[src/walk_base_pkg.sv]
/*
 * Constants for the walk base selection block: coprocessor register
 * selectors, field positions, reset values and attribute encodings.
 * Assumes a 32-bit coprocessor data path and 32-bit virtual addresses.
 */
package walk_base_pkg;

    localparam int unsigned ADDR_W          = 32;
    localparam int unsigned BOUND_W         = 3;
    localparam int unsigned LOW_BASE_LSB    = 7;
    localparam int unsigned HIGH_BASE_LSB   = 14;
    localparam int unsigned ATTR_W          = 7;
    localparam int unsigned CTRL_W          = 6;

    // Coprocessor register selection
    localparam logic [3:0]  SEL_CRN         = 4'h2;
    localparam logic [3:0]  SEL_CRM         = 4'h0;
    localparam logic [2:0]  SEL_OPC2_LOW    = 3'h0;
    localparam logic [2:0]  SEL_OPC2_HIGH   = 3'h1;
    localparam logic [2:0]  SEL_OPC2_CTRL   = 3'h2;

    // Base register attribute bits
    localparam int unsigned INNER_LO_BIT    = 6;
    localparam int unsigned OUTER_HI_BIT    = 4;
    localparam int unsigned OUTER_LO_BIT    = 3;
    localparam int unsigned SHARED_BIT      = 1;
    localparam int unsigned INNER_HI_BIT    = 0;
    localparam logic [6:0]  ATTR_MASK       = 7'h5b;

    // Control register fields
    localparam int unsigned HIGH_DIS_BIT    = 5;
    localparam int unsigned LOW_DIS_BIT     = 4;
    localparam int unsigned BOUND_HI        = 2;
    localparam int unsigned BOUND_LO        = 0;
    localparam logic [5:0]  CTRL_MASK       = 6'h37;
    localparam logic [5:0]  CTRL_RESET      = 6'h00;
    localparam logic [2:0]  BOUND_ZERO      = 3'h0;

    // Bank index: one copy per security state
    localparam logic        BANK_SECURE     = 1'b1;

    // Inner and outer cacheability codes
    localparam logic [1:0]  CACHE_NONE      = 2'h0;
    localparam logic [1:0]  CACHE_WB_ALLOC  = 2'h1;
    localparam logic [1:0]  CACHE_WT        = 2'h2;
    localparam logic [1:0]  CACHE_WB_NOALLOC = 2'h3;

endpackage : walk_base_pkg

[src/walk_select_if.sv]
/*
 * Bundle between the register holder and the region selector.
 * Assumes both ends sit in the same clock domain; the path is combinational.
 */
`timescale 1ns/1ps
interface walk_select_if;
    logic [2:0]  boundary;
    logic [31:0] va;
    logic [31:0] low_base;
    logic [31:0] high_base;
    logic        use_high;
    logic [31:0] walk_base;

    modport holder   (output boundary, output va, output low_base, output high_base,
                      input use_high, input walk_base);
    modport selector (input boundary, input va, input low_base, input high_base,
                      output use_high, output walk_base);
endinterface : walk_select_if

[src/walk_region_select.sv]
/*
 * Chooses the low or high region base for a missed virtual address and
 * trims the low region base to the width allowed by the boundary field.
 * Assumes the bases arrive with their unused low bits already zero.
 */
`timescale 1ns/1ps
module walk_region_select
(
    walk_select_if.selector sel
);

    logic [31:0] top_bits;
    logic [31:0] low_keep;

    ////////////////////////////////////////////////////////////////////////////
    genvar i;
    generate
        for (i = 0; i < walk_base_pkg::ADDR_W; i++)
        begin : g_bit
            assign top_bits[i] = ((i + int'(sel.boundary)) >= int'(walk_base_pkg::ADDR_W))
                                 ? sel.va[i] : 1'b0;
            // walk uses upper base bits only
            assign low_keep[i] = ((i + int'(sel.boundary))
                                  >= int'(walk_base_pkg::HIGH_BASE_LSB))
                                 ? sel.low_base[i] : 1'b0;
        end
    endgenerate

    ////////////////////////////////////////////////////////////////////////////
    // zero boundary always low
    // any top bit set picks high
    assign sel.use_high  = (sel.boundary != walk_base_pkg::BOUND_ZERO) && (top_bits != 32'h0);
    assign sel.walk_base = sel.use_high ? sel.high_base : low_keep;

endmodule : walk_region_select

[src/walk_base_select.sv]
/*
 * Walk base registers and walk base selection for the memory management
 * unit: banked high/low region bases and control register reached by
 * coprocessor accesses, and a registered walk setup on every TLB miss.
 * Assumes one-cycle request strobes synchronous to i_ref_clk and that the
 * core turns o_cp_undef into an Undefined instruction exception.
 */
// Behaviour
// - Privileged access only, banked per security state
// - High base bits 31:14 hold table pointer
// - High write takes pointer from bits 31:14
// - Two-bit outer attribute marks walk accesses
// - Shared bit directs walks to shared memory
// - Inner attribute from bits 0 and 6
// - Only write-back inner looks up data cache
// - Selectors c2,c0 opcode 0, 1 and 2
// - Miss takes base from selected register
// - Locked secure control write is undefined
// - Only secure control copy resets to zero
// - High disable gives section translation fault
// - Low disable gives section translation fault
// - Enabled walk uses current security privilege
// - Boundary field sets low table size
// - Zero boundary always selects low base
// - Nonzero boundary selects by top bits
// - Low base stores bits 31:7, reads all
`timescale 1ns/1ps
module walk_base_select
(
    input  wire logic        i_ref_clk,
    input  wire logic        i_rst,
    input  wire logic        i_cp_valid,
    input  wire logic        i_cp_write,
    input  wire logic [3:0]  i_cp_crn,
    input  wire logic [3:0]  i_cp_crm,
    input  wire logic [2:0]  i_cp_opc2,
    input  wire logic [31:0] i_cp_wdata,
    input  wire logic        i_cp_priv,
    input  wire logic        i_cp_secure,
    input  wire logic        i_secure_cfg_write_lock,
    output logic             o_cp_ack,
    output logic [31:0]      o_cp_rdata,
    output logic             o_cp_undef,
    input  wire logic        i_miss_valid,
    input  wire logic [31:0] i_miss_virtual_address,
    input  wire logic        i_miss_secure,
    output logic             o_walk_valid,
    output logic [31:0]      o_walk_base,
    output logic             o_walk_use_high,
    output logic             o_walk_fault,
    output logic             o_walk_secure,
    output logic [1:0]       o_walk_outer_attr,
    output logic [1:0]       o_walk_inner_attr,
    output logic             o_walk_shared,
    output logic             o_walk_dcache_lookup
);

    // Banked storage, index 1 is the Secure copy
    logic [31:7]  low_base_q  [2];
    logic [6:0]   low_attr_q  [2];
    logic [31:14] high_base_q [2];
    logic [6:0]   high_attr_q [2];
    logic [5:0]   ctrl_q      [2];

    logic         hit_sel;
    logic         is_low;
    logic         is_high;
    logic         is_ctrl;
    logic         access_ok;
    logic         ctrl_locked;
    logic         do_write;
    logic [31:0]  rdata_d;
    logic [5:0]   miss_ctrl;
    logic [6:0]   miss_attr;
    logic         miss_dis;

    walk_select_if sel_if ();

    walk_region_select u_region_select
    (
        .sel (sel_if.selector)
    );

    ////////////////////////////////////////////////////////////////////////////
    // Request decode
    // coprocessor register selection
    assign hit_sel  = (i_cp_crn == walk_base_pkg::SEL_CRN) && (i_cp_crm == walk_base_pkg::SEL_CRM);
    assign is_low   = hit_sel && (i_cp_opc2 == walk_base_pkg::SEL_OPC2_LOW);
    assign is_high  = hit_sel && (i_cp_opc2 == walk_base_pkg::SEL_OPC2_HIGH);
    assign is_ctrl  = hit_sel && (i_cp_opc2 == walk_base_pkg::SEL_OPC2_CTRL);
    // user mode never reaches the registers
    assign access_ok = i_cp_priv && (is_low || is_high || is_ctrl);
    // lock only blocks Secure control writes
    assign ctrl_locked = is_ctrl && i_cp_write && i_cp_secure && i_secure_cfg_write_lock;
    assign do_write  = i_cp_valid && i_cp_write && access_ok && !ctrl_locked;

    ////////////////////////////////////////////////////////////////////////////
    // Base register writes; bases hold no documented reset, cleared here for safety
    always_ff @(posedge i_ref_clk)
    begin
        if (i_rst)
        begin
            low_base_q[0]  <= '0;
            low_base_q[1]  <= '0;
            low_attr_q[0]  <= '0;
            low_attr_q[1]  <= '0;
            high_base_q[0] <= '0;
            high_base_q[1] <= '0;
            high_attr_q[0] <= '0;
            high_attr_q[1] <= '0;
        end
        else if (do_write && is_low)
        begin
            low_base_q[i_cp_secure] <= i_cp_wdata[31:walk_base_pkg::LOW_BASE_LSB];
            low_attr_q[i_cp_secure] <= i_cp_wdata[6:0] & walk_base_pkg::ATTR_MASK;
        end
        else if (do_write && is_high)
        begin
            // pointer from bits 31:14, 13:7 dropped
            high_base_q[i_cp_secure] <= i_cp_wdata[31:walk_base_pkg::HIGH_BASE_LSB];
            high_attr_q[i_cp_secure] <= i_cp_wdata[6:0] & walk_base_pkg::ATTR_MASK;
        end
    end

    ////////////////////////////////////////////////////////////////////////////
    // Secure control copy resets to zero
    // Non-secure copy has no reset; software must program it before use
    always_ff @(posedge i_ref_clk)
    begin
        if (i_rst)
        begin
            ctrl_q[walk_base_pkg::BANK_SECURE] <= walk_base_pkg::CTRL_RESET;
        end
        else if (do_write && is_ctrl)
        begin
            ctrl_q[i_cp_secure] <= i_cp_wdata[5:0] & walk_base_pkg::CTRL_MASK;
        end
    end

    ////////////////////////////////////////////////////////////////////////////
    // Read data; reserved bits read as zero
    always_comb
    begin
        rdata_d = 32'h0;
        if (is_low)
        begin
            rdata_d = {low_base_q[i_cp_secure], low_attr_q[i_cp_secure]};
        end
        else if (is_high)
        begin
            rdata_d = {high_base_q[i_cp_secure], 7'h00, high_attr_q[i_cp_secure]};
        end
        else if (is_ctrl)
        begin
            rdata_d = {26'h0, ctrl_q[i_cp_secure]};
        end
    end

    always_ff @(posedge i_ref_clk)
    begin
        if (i_rst)
        begin
            o_cp_ack   <= 1'b0;
            o_cp_undef <= 1'b0;
            o_cp_rdata <= 32'h0;
        end
        else
        begin
            o_cp_ack   <= i_cp_valid;
            o_cp_undef <= i_cp_valid && (!access_ok || ctrl_locked);
            o_cp_rdata <= (i_cp_valid && !i_cp_write && access_ok) ? rdata_d : 32'h0;
        end
    end

    ////////////////////////////////////////////////////////////////////////////
    // Walk setup on a TLB miss
    // bank of the missing access
    assign miss_ctrl        = ctrl_q[i_miss_secure];
    assign sel_if.boundary  = miss_ctrl[walk_base_pkg::BOUND_HI:walk_base_pkg::BOUND_LO];
    assign sel_if.va        = i_miss_virtual_address;
    assign sel_if.low_base  = {low_base_q[i_miss_secure], 7'h00};
    assign sel_if.high_base = {high_base_q[i_miss_secure], 14'h0000};
    assign miss_attr = sel_if.use_high ? high_attr_q[i_miss_secure] : low_attr_q[i_miss_secure];
    assign miss_dis  = sel_if.use_high ? miss_ctrl[walk_base_pkg::HIGH_DIS_BIT]
                                       : miss_ctrl[walk_base_pkg::LOW_DIS_BIT];

    always_ff @(posedge i_ref_clk)
    begin
        if (i_rst)
        begin
            o_walk_valid         <= 1'b0;
            o_walk_base          <= 32'h0;
            o_walk_use_high      <= 1'b0;
            o_walk_fault         <= 1'b0;
            o_walk_secure        <= 1'b0;
            o_walk_outer_attr    <= walk_base_pkg::CACHE_NONE;
            o_walk_inner_attr    <= walk_base_pkg::CACHE_NONE;
            o_walk_shared        <= 1'b0;
            o_walk_dcache_lookup <= 1'b0;
        end
        else
        begin
            o_walk_valid    <= i_miss_valid;
            o_walk_base     <= sel_if.walk_base;
            o_walk_use_high <= sel_if.use_high;
            o_walk_fault    <= i_miss_valid && miss_dis;
            o_walk_secure   <= i_miss_secure;
            o_walk_outer_attr <= miss_attr[walk_base_pkg::OUTER_HI_BIT:walk_base_pkg::OUTER_LO_BIT];
            o_walk_inner_attr <= {miss_attr[walk_base_pkg::INNER_HI_BIT],
                                  miss_attr[walk_base_pkg::INNER_LO_BIT]};
            o_walk_shared   <= miss_attr[walk_base_pkg::SHARED_BIT];
            o_walk_dcache_lookup <= miss_attr[walk_base_pkg::INNER_LO_BIT];
        end
    end

    logic       exp_high;
    logic [2:0] exp_bound;
    assign exp_bound = miss_ctrl[walk_base_pkg::BOUND_HI:walk_base_pkg::BOUND_LO];
    assign exp_high  = (exp_bound != walk_base_pkg::BOUND_ZERO)
                       && ((i_miss_virtual_address >> (6'd32 - {3'h0, exp_bound})) != 32'h0);
    logic [6:0]  exp_attr;
    logic [31:0] exp_low;
    assign exp_attr = exp_high ? high_attr_q[i_miss_secure] : low_attr_q[i_miss_secure];
    assign exp_low  = {low_base_q[i_miss_secure], 7'h00}
                      & (32'hffff_ffff << (5'd14 - {2'h0, exp_bound}));
endmodule : walk_base_select

[config.mk]
export PLATFORM = sky130hd
export DESIGN_NAME = walk_base_select
export DESIGN_NICKNAME = d
export VERILOG_FILES = /design/src/walk_base_pkg.sv /design/src/walk_select_if.sv /design/src/walk_region_select.sv /design/src/walk_base_select.sv
export SDC_FILE = /design/constraint.sdc
export NUM_CORES = 1
export LEC_CHECK = 0
export ABC_AREA = 1
export BUFFER_PORTS_ARGS = -buffer_cell sky130_fd_sc_hd__buf_4
export CORE_MARGIN = 1.5
export CORE_UTILIZATION = 32
export DETAILED_ROUTE_END_ITERATION = 10
export PLACE_DENSITY_LB_ADDON = 0.15
export SLEW_MARGIN = 20
export SYNTH_ARGS = -nofsm -noshare
export SYNTH_HDL_FRONTEND = slang
export SYNTH_SLANG_ARGS = --single-unit
[constraint.sdc]
create_clock -name i_ref_clk -period 2.8 [get_ports i_ref_clk]
set_clock_uncertainty 0.2 [all_clocks]
set_input_delay 0 -clock i_ref_clk [delete_from_list [all_inputs] [get_ports i_ref_clk]]
set_output_delay 0 -clock i_ref_clk [all_outputs]
set_load 0.02 [all_outputs]
# Word-level counts from Yosys, hierarchy flattened

Memory sizes are Yosys's and may differ from the RTL's.
Cells that the tools add are included.

Register bits: 76
Bits in writable memories: 116
Input bits: 84
Logic and storage cells: 255
Memories: 5

Memories:

| name        | words | bits a word | rd ports | clocked after Yosys merged registers in | write ports | line                   | source |
|---|---|---|---|---|---|---|---|
| low_base_q  | 2     | 25          | 2        | 0                                       | 2           | walk_base_select.sv:59 | `logic [31:7] low_base_q [2];` |
| high_base_q | 2     | 18          | 2        | 0                                       | 2           | walk_base_select.sv:61 | `logic [31:14] high_base_q [2];` |
| ctrl_q      | 2     | 5           | 2        | 0                                       | 1           | walk_base_select.sv:63 | `logic [5:0] ctrl_q [2];` |
| high_attr_q | 2     | 5           | 2        | 0                                       | 2           | walk_base_select.sv:62 | `logic [6:0] high_attr_q [2];` |
| low_attr_q  | 2     | 5           | 2        | 0                                       | 2           | walk_base_select.sv:60 | `logic [6:0] low_attr_q [2];` |

Add/subtract/negate cells: 31
Order comparisons: 57
Equality and inequality tests: 3
Mux-type cells: 90
Bitwise operators: 8
Reduce and logical (&&, ||, !) cells: 42

Operators by type and width:

| operator            | number |
|---|---|
| $ge 32x7->1 const B | 30 |
| $ge 32x5->1 const B | 25 |
| $add 5x3->6 const A | 16 |
| $mux 32             | 3 |
| $mux 1              | 80 |
| $add 4x3->5 const A | 8 |
| $reduce_bool 32->1  | 1 |
| $mux 25             | 1 |
| $reduce_or 25->1    | 1 |
| $reduce_or 3->1     | 7 |
| $logic_and 1x1->1   | 19 |
| $mux 18             | 1 |
| $reduce_or 18->1    | 1 |
| $add 3x3->4 const A | 4 |
| $mux 5              | 3 |
| $reduce_or 5->1     | 3 |
| $add 2x3->4 const A | 2 |
| $not 1->1           | 8 |
| $mux 7              | 1 |
| $ge 3x6->1 const B  | 1 |
| $ge 4x6->1 const B  | 1 |
| $mux 6              | 1 |
| $add 1x3->4 const A | 1 |
| $eq 4x2->1 const B  | 1 |
| other kinds (8)     | 12 |

# Longest topological paths before layout

Word-level depth: 15
Gate-level depth with buffers: 15
Mapped depth without buffers: 13

# Cells and area by module

From an unflattened synthesis, not the netlist that was laid out.

Cells, all modules: 1070
Area, all modules: 9112.5 um2

By module, submodules not included:

| module             | instances | cells an instance | area an instance (um2) | sequential area each (um2) |
|---|---|---|---|---|
| walk_base_select   | 1         | 870               | 8059.0                 | 4984.8 |
| walk_region_select | 1         | 200               | 1053.5                 | 0.0 |

# Worst setup path after synthesis

OpenSTA, ideal clock, no wires.

Kind: input port to flip-flop
From: input i_cp_crm[3]
To: memory low_attr_q[0][0] (netlist name) (enable)
Data arrival time: 1728 ps
Setup slack: 485 ps
Stages on the path: 10
Buffers on the path: 1
Path through: nor2_1 nand2_1 nor2_2 nand2_1 nor2_2 inv_2 nor2_1 nand4_1 buf_2 nand2_1

RTL lines:

| item            | line                   | source |
|---|---|---|
| start, declared | walk_base_select.sv:35 | `input wire logic [3:0] i_cp_crm,` |
| end, declared   | walk_base_select.sv:60 |  |

# Worst setup path after layout

From: input i_cp_opc2[2]
To: memory ctrl_q[1][2] (netlist name) (enable)

Cells in the longest elaborated chain, start to end: 13
Elaborated cells on any way between the ends: 22
Those cells by class: eq/ne (2); mux (5); reduce/logical (15)

Ends and longest elaborated chain:

| item                                                                | line                                                                   | source |
|---|---|---|
| start, declared                                                     | walk_base_select.sv:36                                                 | `input wire logic [2:0] i_cp_opc2,` |
| $eq 3x1->1 (tied with other cells)                                  | walk_base_select.sv:89                                                 | `assign is_high = hit_sel && (i_cp_opc2 == walk_base_pkg::SEL_OPC2_HIGH);` |
| $logic_and 1x1->1, on equally long branches                         | walk_base_select.sv:89, walk_base_select.sv:88, walk_base_select.sv:90 |  |
| $logic_or 1x1->1 or $logic_and 1x1->1 (tied branches) (2 in series) | walk_base_select.sv:92, walk_base_select.sv:94                         |  |
| $logic_and 1x1->1, on equally long branches                         | walk_base_select.sv:92, walk_base_select.sv:94                         |  |
| $logic_and 1x1->1 or $logic_not 1->1 (tied branches)                | walk_base_select.sv:95                                                 | `assign do_write = i_cp_valid && i_cp_write && access_ok && !ctrl_locked;` |
| $logic_and 1x1->1                                                   | walk_base_select.sv:95                                                 |  |
| $logic_and 1x1->1 (*)                                               | walk_base_select.sv:134                                                | `else if (do_write && is_ctrl)` |
| $mux 1 (*)                                                          | walk_base_select.sv:134                                                |  |
| $mux 1 (*)                                                          | walk_base_select.sv:130                                                | `if (i_rst)` |
| $mux 1 (implied by the code) (*)                                    | walk_base_select.sv:136                                                | `ctrl_q[i_cp_secure] <= i_cp_wdata[5:0] & walk_base_pkg::CTRL_MASK;` |
| $reduce_or 5->1 (no source line)                                    | -                                                                      |  |
| $mux 1 (no source line)                                             | -                                                                      |  |
| end, declared                                                       | walk_base_select.sv:63                                                 |  |

Mark *: on every way between the ends. The rest lies on a longest branch, timed or not.

==> results by group <==
Cells and area
  – Ratio of cells with drive above 1 in the final layout: 18.7%
  – Cell area after layout: 10700 sq um
  – Synth-to-Final Area Change: 28.0%
  – Most frequent cells in the layout: 220 x nand2_1, 213 x nor2_1, 152 x buf_4
  – Most common cell after layout, fill and taps aside: nand2_1
  – Area of the multi-input gates: 2890 sq um
  – FF+latch area: 4840 sq um
  – Filler cell count: 2646
  – # diodes: 0
  – # nets final: 1225

Place
  – Port Buffers: 127
  – Placed wire-length estimate: 14900 um
  – Pre-CTS setup slack: 0.484 ns
  – Final GP Congestion: 0.810
  – Placed cell area: 9650 sq um

Clocking
  – Clk buf depth: 2
  – CTS H-tree lvls: 4
  – CTS tree: done
  – Clock Latency Late Sink: 0.43 ns
  – CTS sink cnt: 184
  – CTS Root Buffer Type: clkbuf_16
  – CTS buffer count: 17
  – Worst-path clk slew: 0.07 ns

Critical path
  – Crit. End Element: flip-flop
  – Critical Path Start: i_cp_opc2[2]
  – R2r endpoint: o_walk_base[25]
  – CP Cell Sequence: dlygate4sd3_1 > buf_4 > nor2_1 > nand2_1 > nand2_1 > nand2_1 > dlygate4sd3_1 > nor2_4 > nand3_1 > o21ai_2
  – Crit path max fanout: 7
  – Worst Path Arrival: 2.49 ns
  – Sum of buffers and inverters on the critical path: 3
  – Reg2reg setup slack: 0.57 ns
  – R2r worst-path depth: 11
  – Most used cell, CP: nand2_1
  – Levels on crit path: 10
  – Crit Path Category: in -> reg
  – Critical Path RT: 2.70 ns
  – Critical Path Max Stage Delay: 0.59 ns
  – Crit path to: ctrl_q[1][2]
  – Largest delay contributor family on the critical path: buffers and inverters
  – CP max stage cell: dlygate4sd3_1
  – Crit start category: primary input
  – R2R Path Start: ctrl_q[1][0]

Global routing
  – First-pass GRT wire length: 35500 um
  – Met2 Use GR: 30.0%
  – Initial antenna violation count: 0
  – Largest net degree at the start of global routing: 46
  – Met3 Use GR: 2.66%
  – GRT Total Usage: 17.6%
  – Grt ovf: 0
  – Met1 GRT Util: 23.6%
  – Busiest layer in global routing: met2
  – Vias in the first global route: 6352

Synth
  – Register area share after synthesis: 57.8%
  – Post-synthesis area per instance: 8.68 sq um
  – #FFs+latches synth: 184
  – Mapped cell area: 8390 sq um
  – Mapped Cells: 966
  – Area contributors post-synth: edfxtp_1 42%, dfxtp_1 16%, nand2_1 9.8%
  – Mux contribution to synthesized area: 0.119%
  – Top FF cell, synth: edfxtp_1
  – Post-synth EDFFs: 116
  – Xor-xnor portion of the synthesized cell area: 0%
  – Synth area leader: edfxtp_1
  – Adder-cell share of the synthesized area: 1.19%
  – Synth cell types: 34
  – Largest family of logic cells by synthesized area: simple AND/OR/NAND/NOR gates
  – Post-synth top area share: 41.5%
  – Simple-Gate Fraction of Synth Area: 24.2%
  – Synth Area in Compound Gates: 8.53%
  – Yosys Warn Count: 0
  – FFs w/ async S/R, synth: 0%

STA
  – Fin crit period: 2.60 ns
  – Max Freq: 385 MHz
  – Slew headroom: 51.0%
  – Pins over their slew limit: 0
  – Post-route clock period utilization: 92.8%
  – Final worst slack: 0.202 ns
  – Slew @ Worst Pin: 0.734 ns
  – Final TNS setup: 0 ns
  – RSZ-0062 raised after global routing: false
  – # setup viols final: 0
  – Final Hold Viols: 0

Power
  – Clock power frac: 39.3%
  – Lkg Pwr: 4.82 nW
  – PwrDens: 558 nW/um^2
  – Comb power frac: 10.2%
  – Maximum vdd drop: 0.380 mV
  – Net Sw Power: 1.52 mW
  – Sw frac: 25.4%
  – Pint: 4.47 mW
  – Register share of total power: 50.5%

Detailed routing
  – Vias per cell: 4.59
  – Drt pass-1 iters: 7
  – Final wirelength: 23400 um
  – Drt first-iter violations: 401
  – Antenna Nets Post-Route: 0
  – Wirelength per Cell: 15.8 um
  – Total number of vias: 6800
  – DRC: 0

Floorplan
  – Die Ht: 165 um
  – Core ar.: 25900 sq um
  – Die width: 165 um
  – Boundary Pins: 160
  – Die area: 27200 sq um
  – Starting Density: 32.4%
  – Row count: 59

Run
  – Maxcap violations: 0

Min path
  – Hold WC Path Type: in -> reg
  – Min-Delay Startpoint: i_miss_virtual_address[31]

Status
  – Status: finished clean
area by class of cell:
type | count | area share [%]
Clock buffer | 18 | 4.00
Sequential cell | 184 | 45.1
Multi-Input combinational cell | 633 | 26.9
Tap cell | 335 | 3.91
Clock inverter | 14 | 1.29
Inverter | 94 | 3.33
Timing Repair Buffer | 203 | 15.4
synth_stat cells, drive strengths merged, types with 8 or more instances:
cell type and instances:
o21ai 85, buf 30, dfxtp 68, nor2 219, nand3 31, edfxtp 116
inv 94, clkbuf 31, ha 8, a21oi 10, nand2 229, o31ai 20
repair_timing:
item                                    in CTS  in global routing
endpoints found under the setup margin       0                 10
gates resized for setup                      0                  2
hold endpoints to repair                   159                  0
setup buffers                                0                  0
hold buffers                                51                  0
power by group through the flow:
| stage | logic (mW) | clock network (mW) | registers, mW |
|---|---|---|---|
| after detailed placement | 0.567 | 0 | 3.09 |
| after floorplan | 0.304 | 0 | 3.12 |
| final | 0.611 | 2.35 | 3.03 |
| after global routing | 0.680 | 2.51 | 3.04 |
| after CTS | 0.619 | 2.41 | 3.03 |
| after global placement | 0.563 | 0 | 3.09 |
routing by layer:
layer | vias to the layer above | part of all wire, %
met5 | - | 0
met4 | 0 | 0.81
met3 | 12 | 3.7
met2 | 139 | 48
met1 | 3220 | 48
li1 | 3429 | -
cells by family after synthesis:
family,Yosys count
simple gates,490
flops,184
buf+inv,155
compound gates,127
fa+ha+maj,8
mux,1
other cells,1
stage by stage:
step | hold slack [ns] | cells | util (%) | power [mW]
finish | 0.0151 | 1481 | 41.4 | 5.99
global route | 0.0631 | 1481 | 41.4 | 6.23
CTS | 0.00235 | 1481 | 41.4 | 6.05
detailed placement | 0.0458 | 1398 | 37.2 | 3.65
global placement | 0.0458 | 1398 | 37.2 | 3.65
floorplan | -0.0817 | 972 | - | 3.43
worst register-to-register path, delay by kind of cell (launching register included):
kind | cells | cell delay [ns]
and+or+nand+nor | 6 | 0.65
adders and majority gates | 2 | 0.46
buffers and inverters | 3 | 0.47
DFF | 1 | 0.39
worst min path at each step:
stage / end / slack [ns] / cells past startpoint
6_report: o_walk_base[17] / 0.02 / 8
5_1_grt: o_walk_base[18] / 0.06 / 8
4_1_cts: o_walk_base[18] / 0.002 / 8
3_5_place_dp: o_walk_valid / 0.05 / 3
3_3_place_gp: o_walk_valid / 0.05 / 3
2_1_floorplan: o_walk_valid / -0.08 / 2
sequential cells by signal (all words and copies together), names as in the netlist, 2 cells and up:
signal             count
ctrl_q                10
o_walk_base           25
high_attr_q           10
o_cp_rdata            32
low_attr_q            10
high_base_q           36
o_walk_inner_attr      2
o_walk_outer_attr      2
low_base_q            50
(Power assumes the default switching activity.)
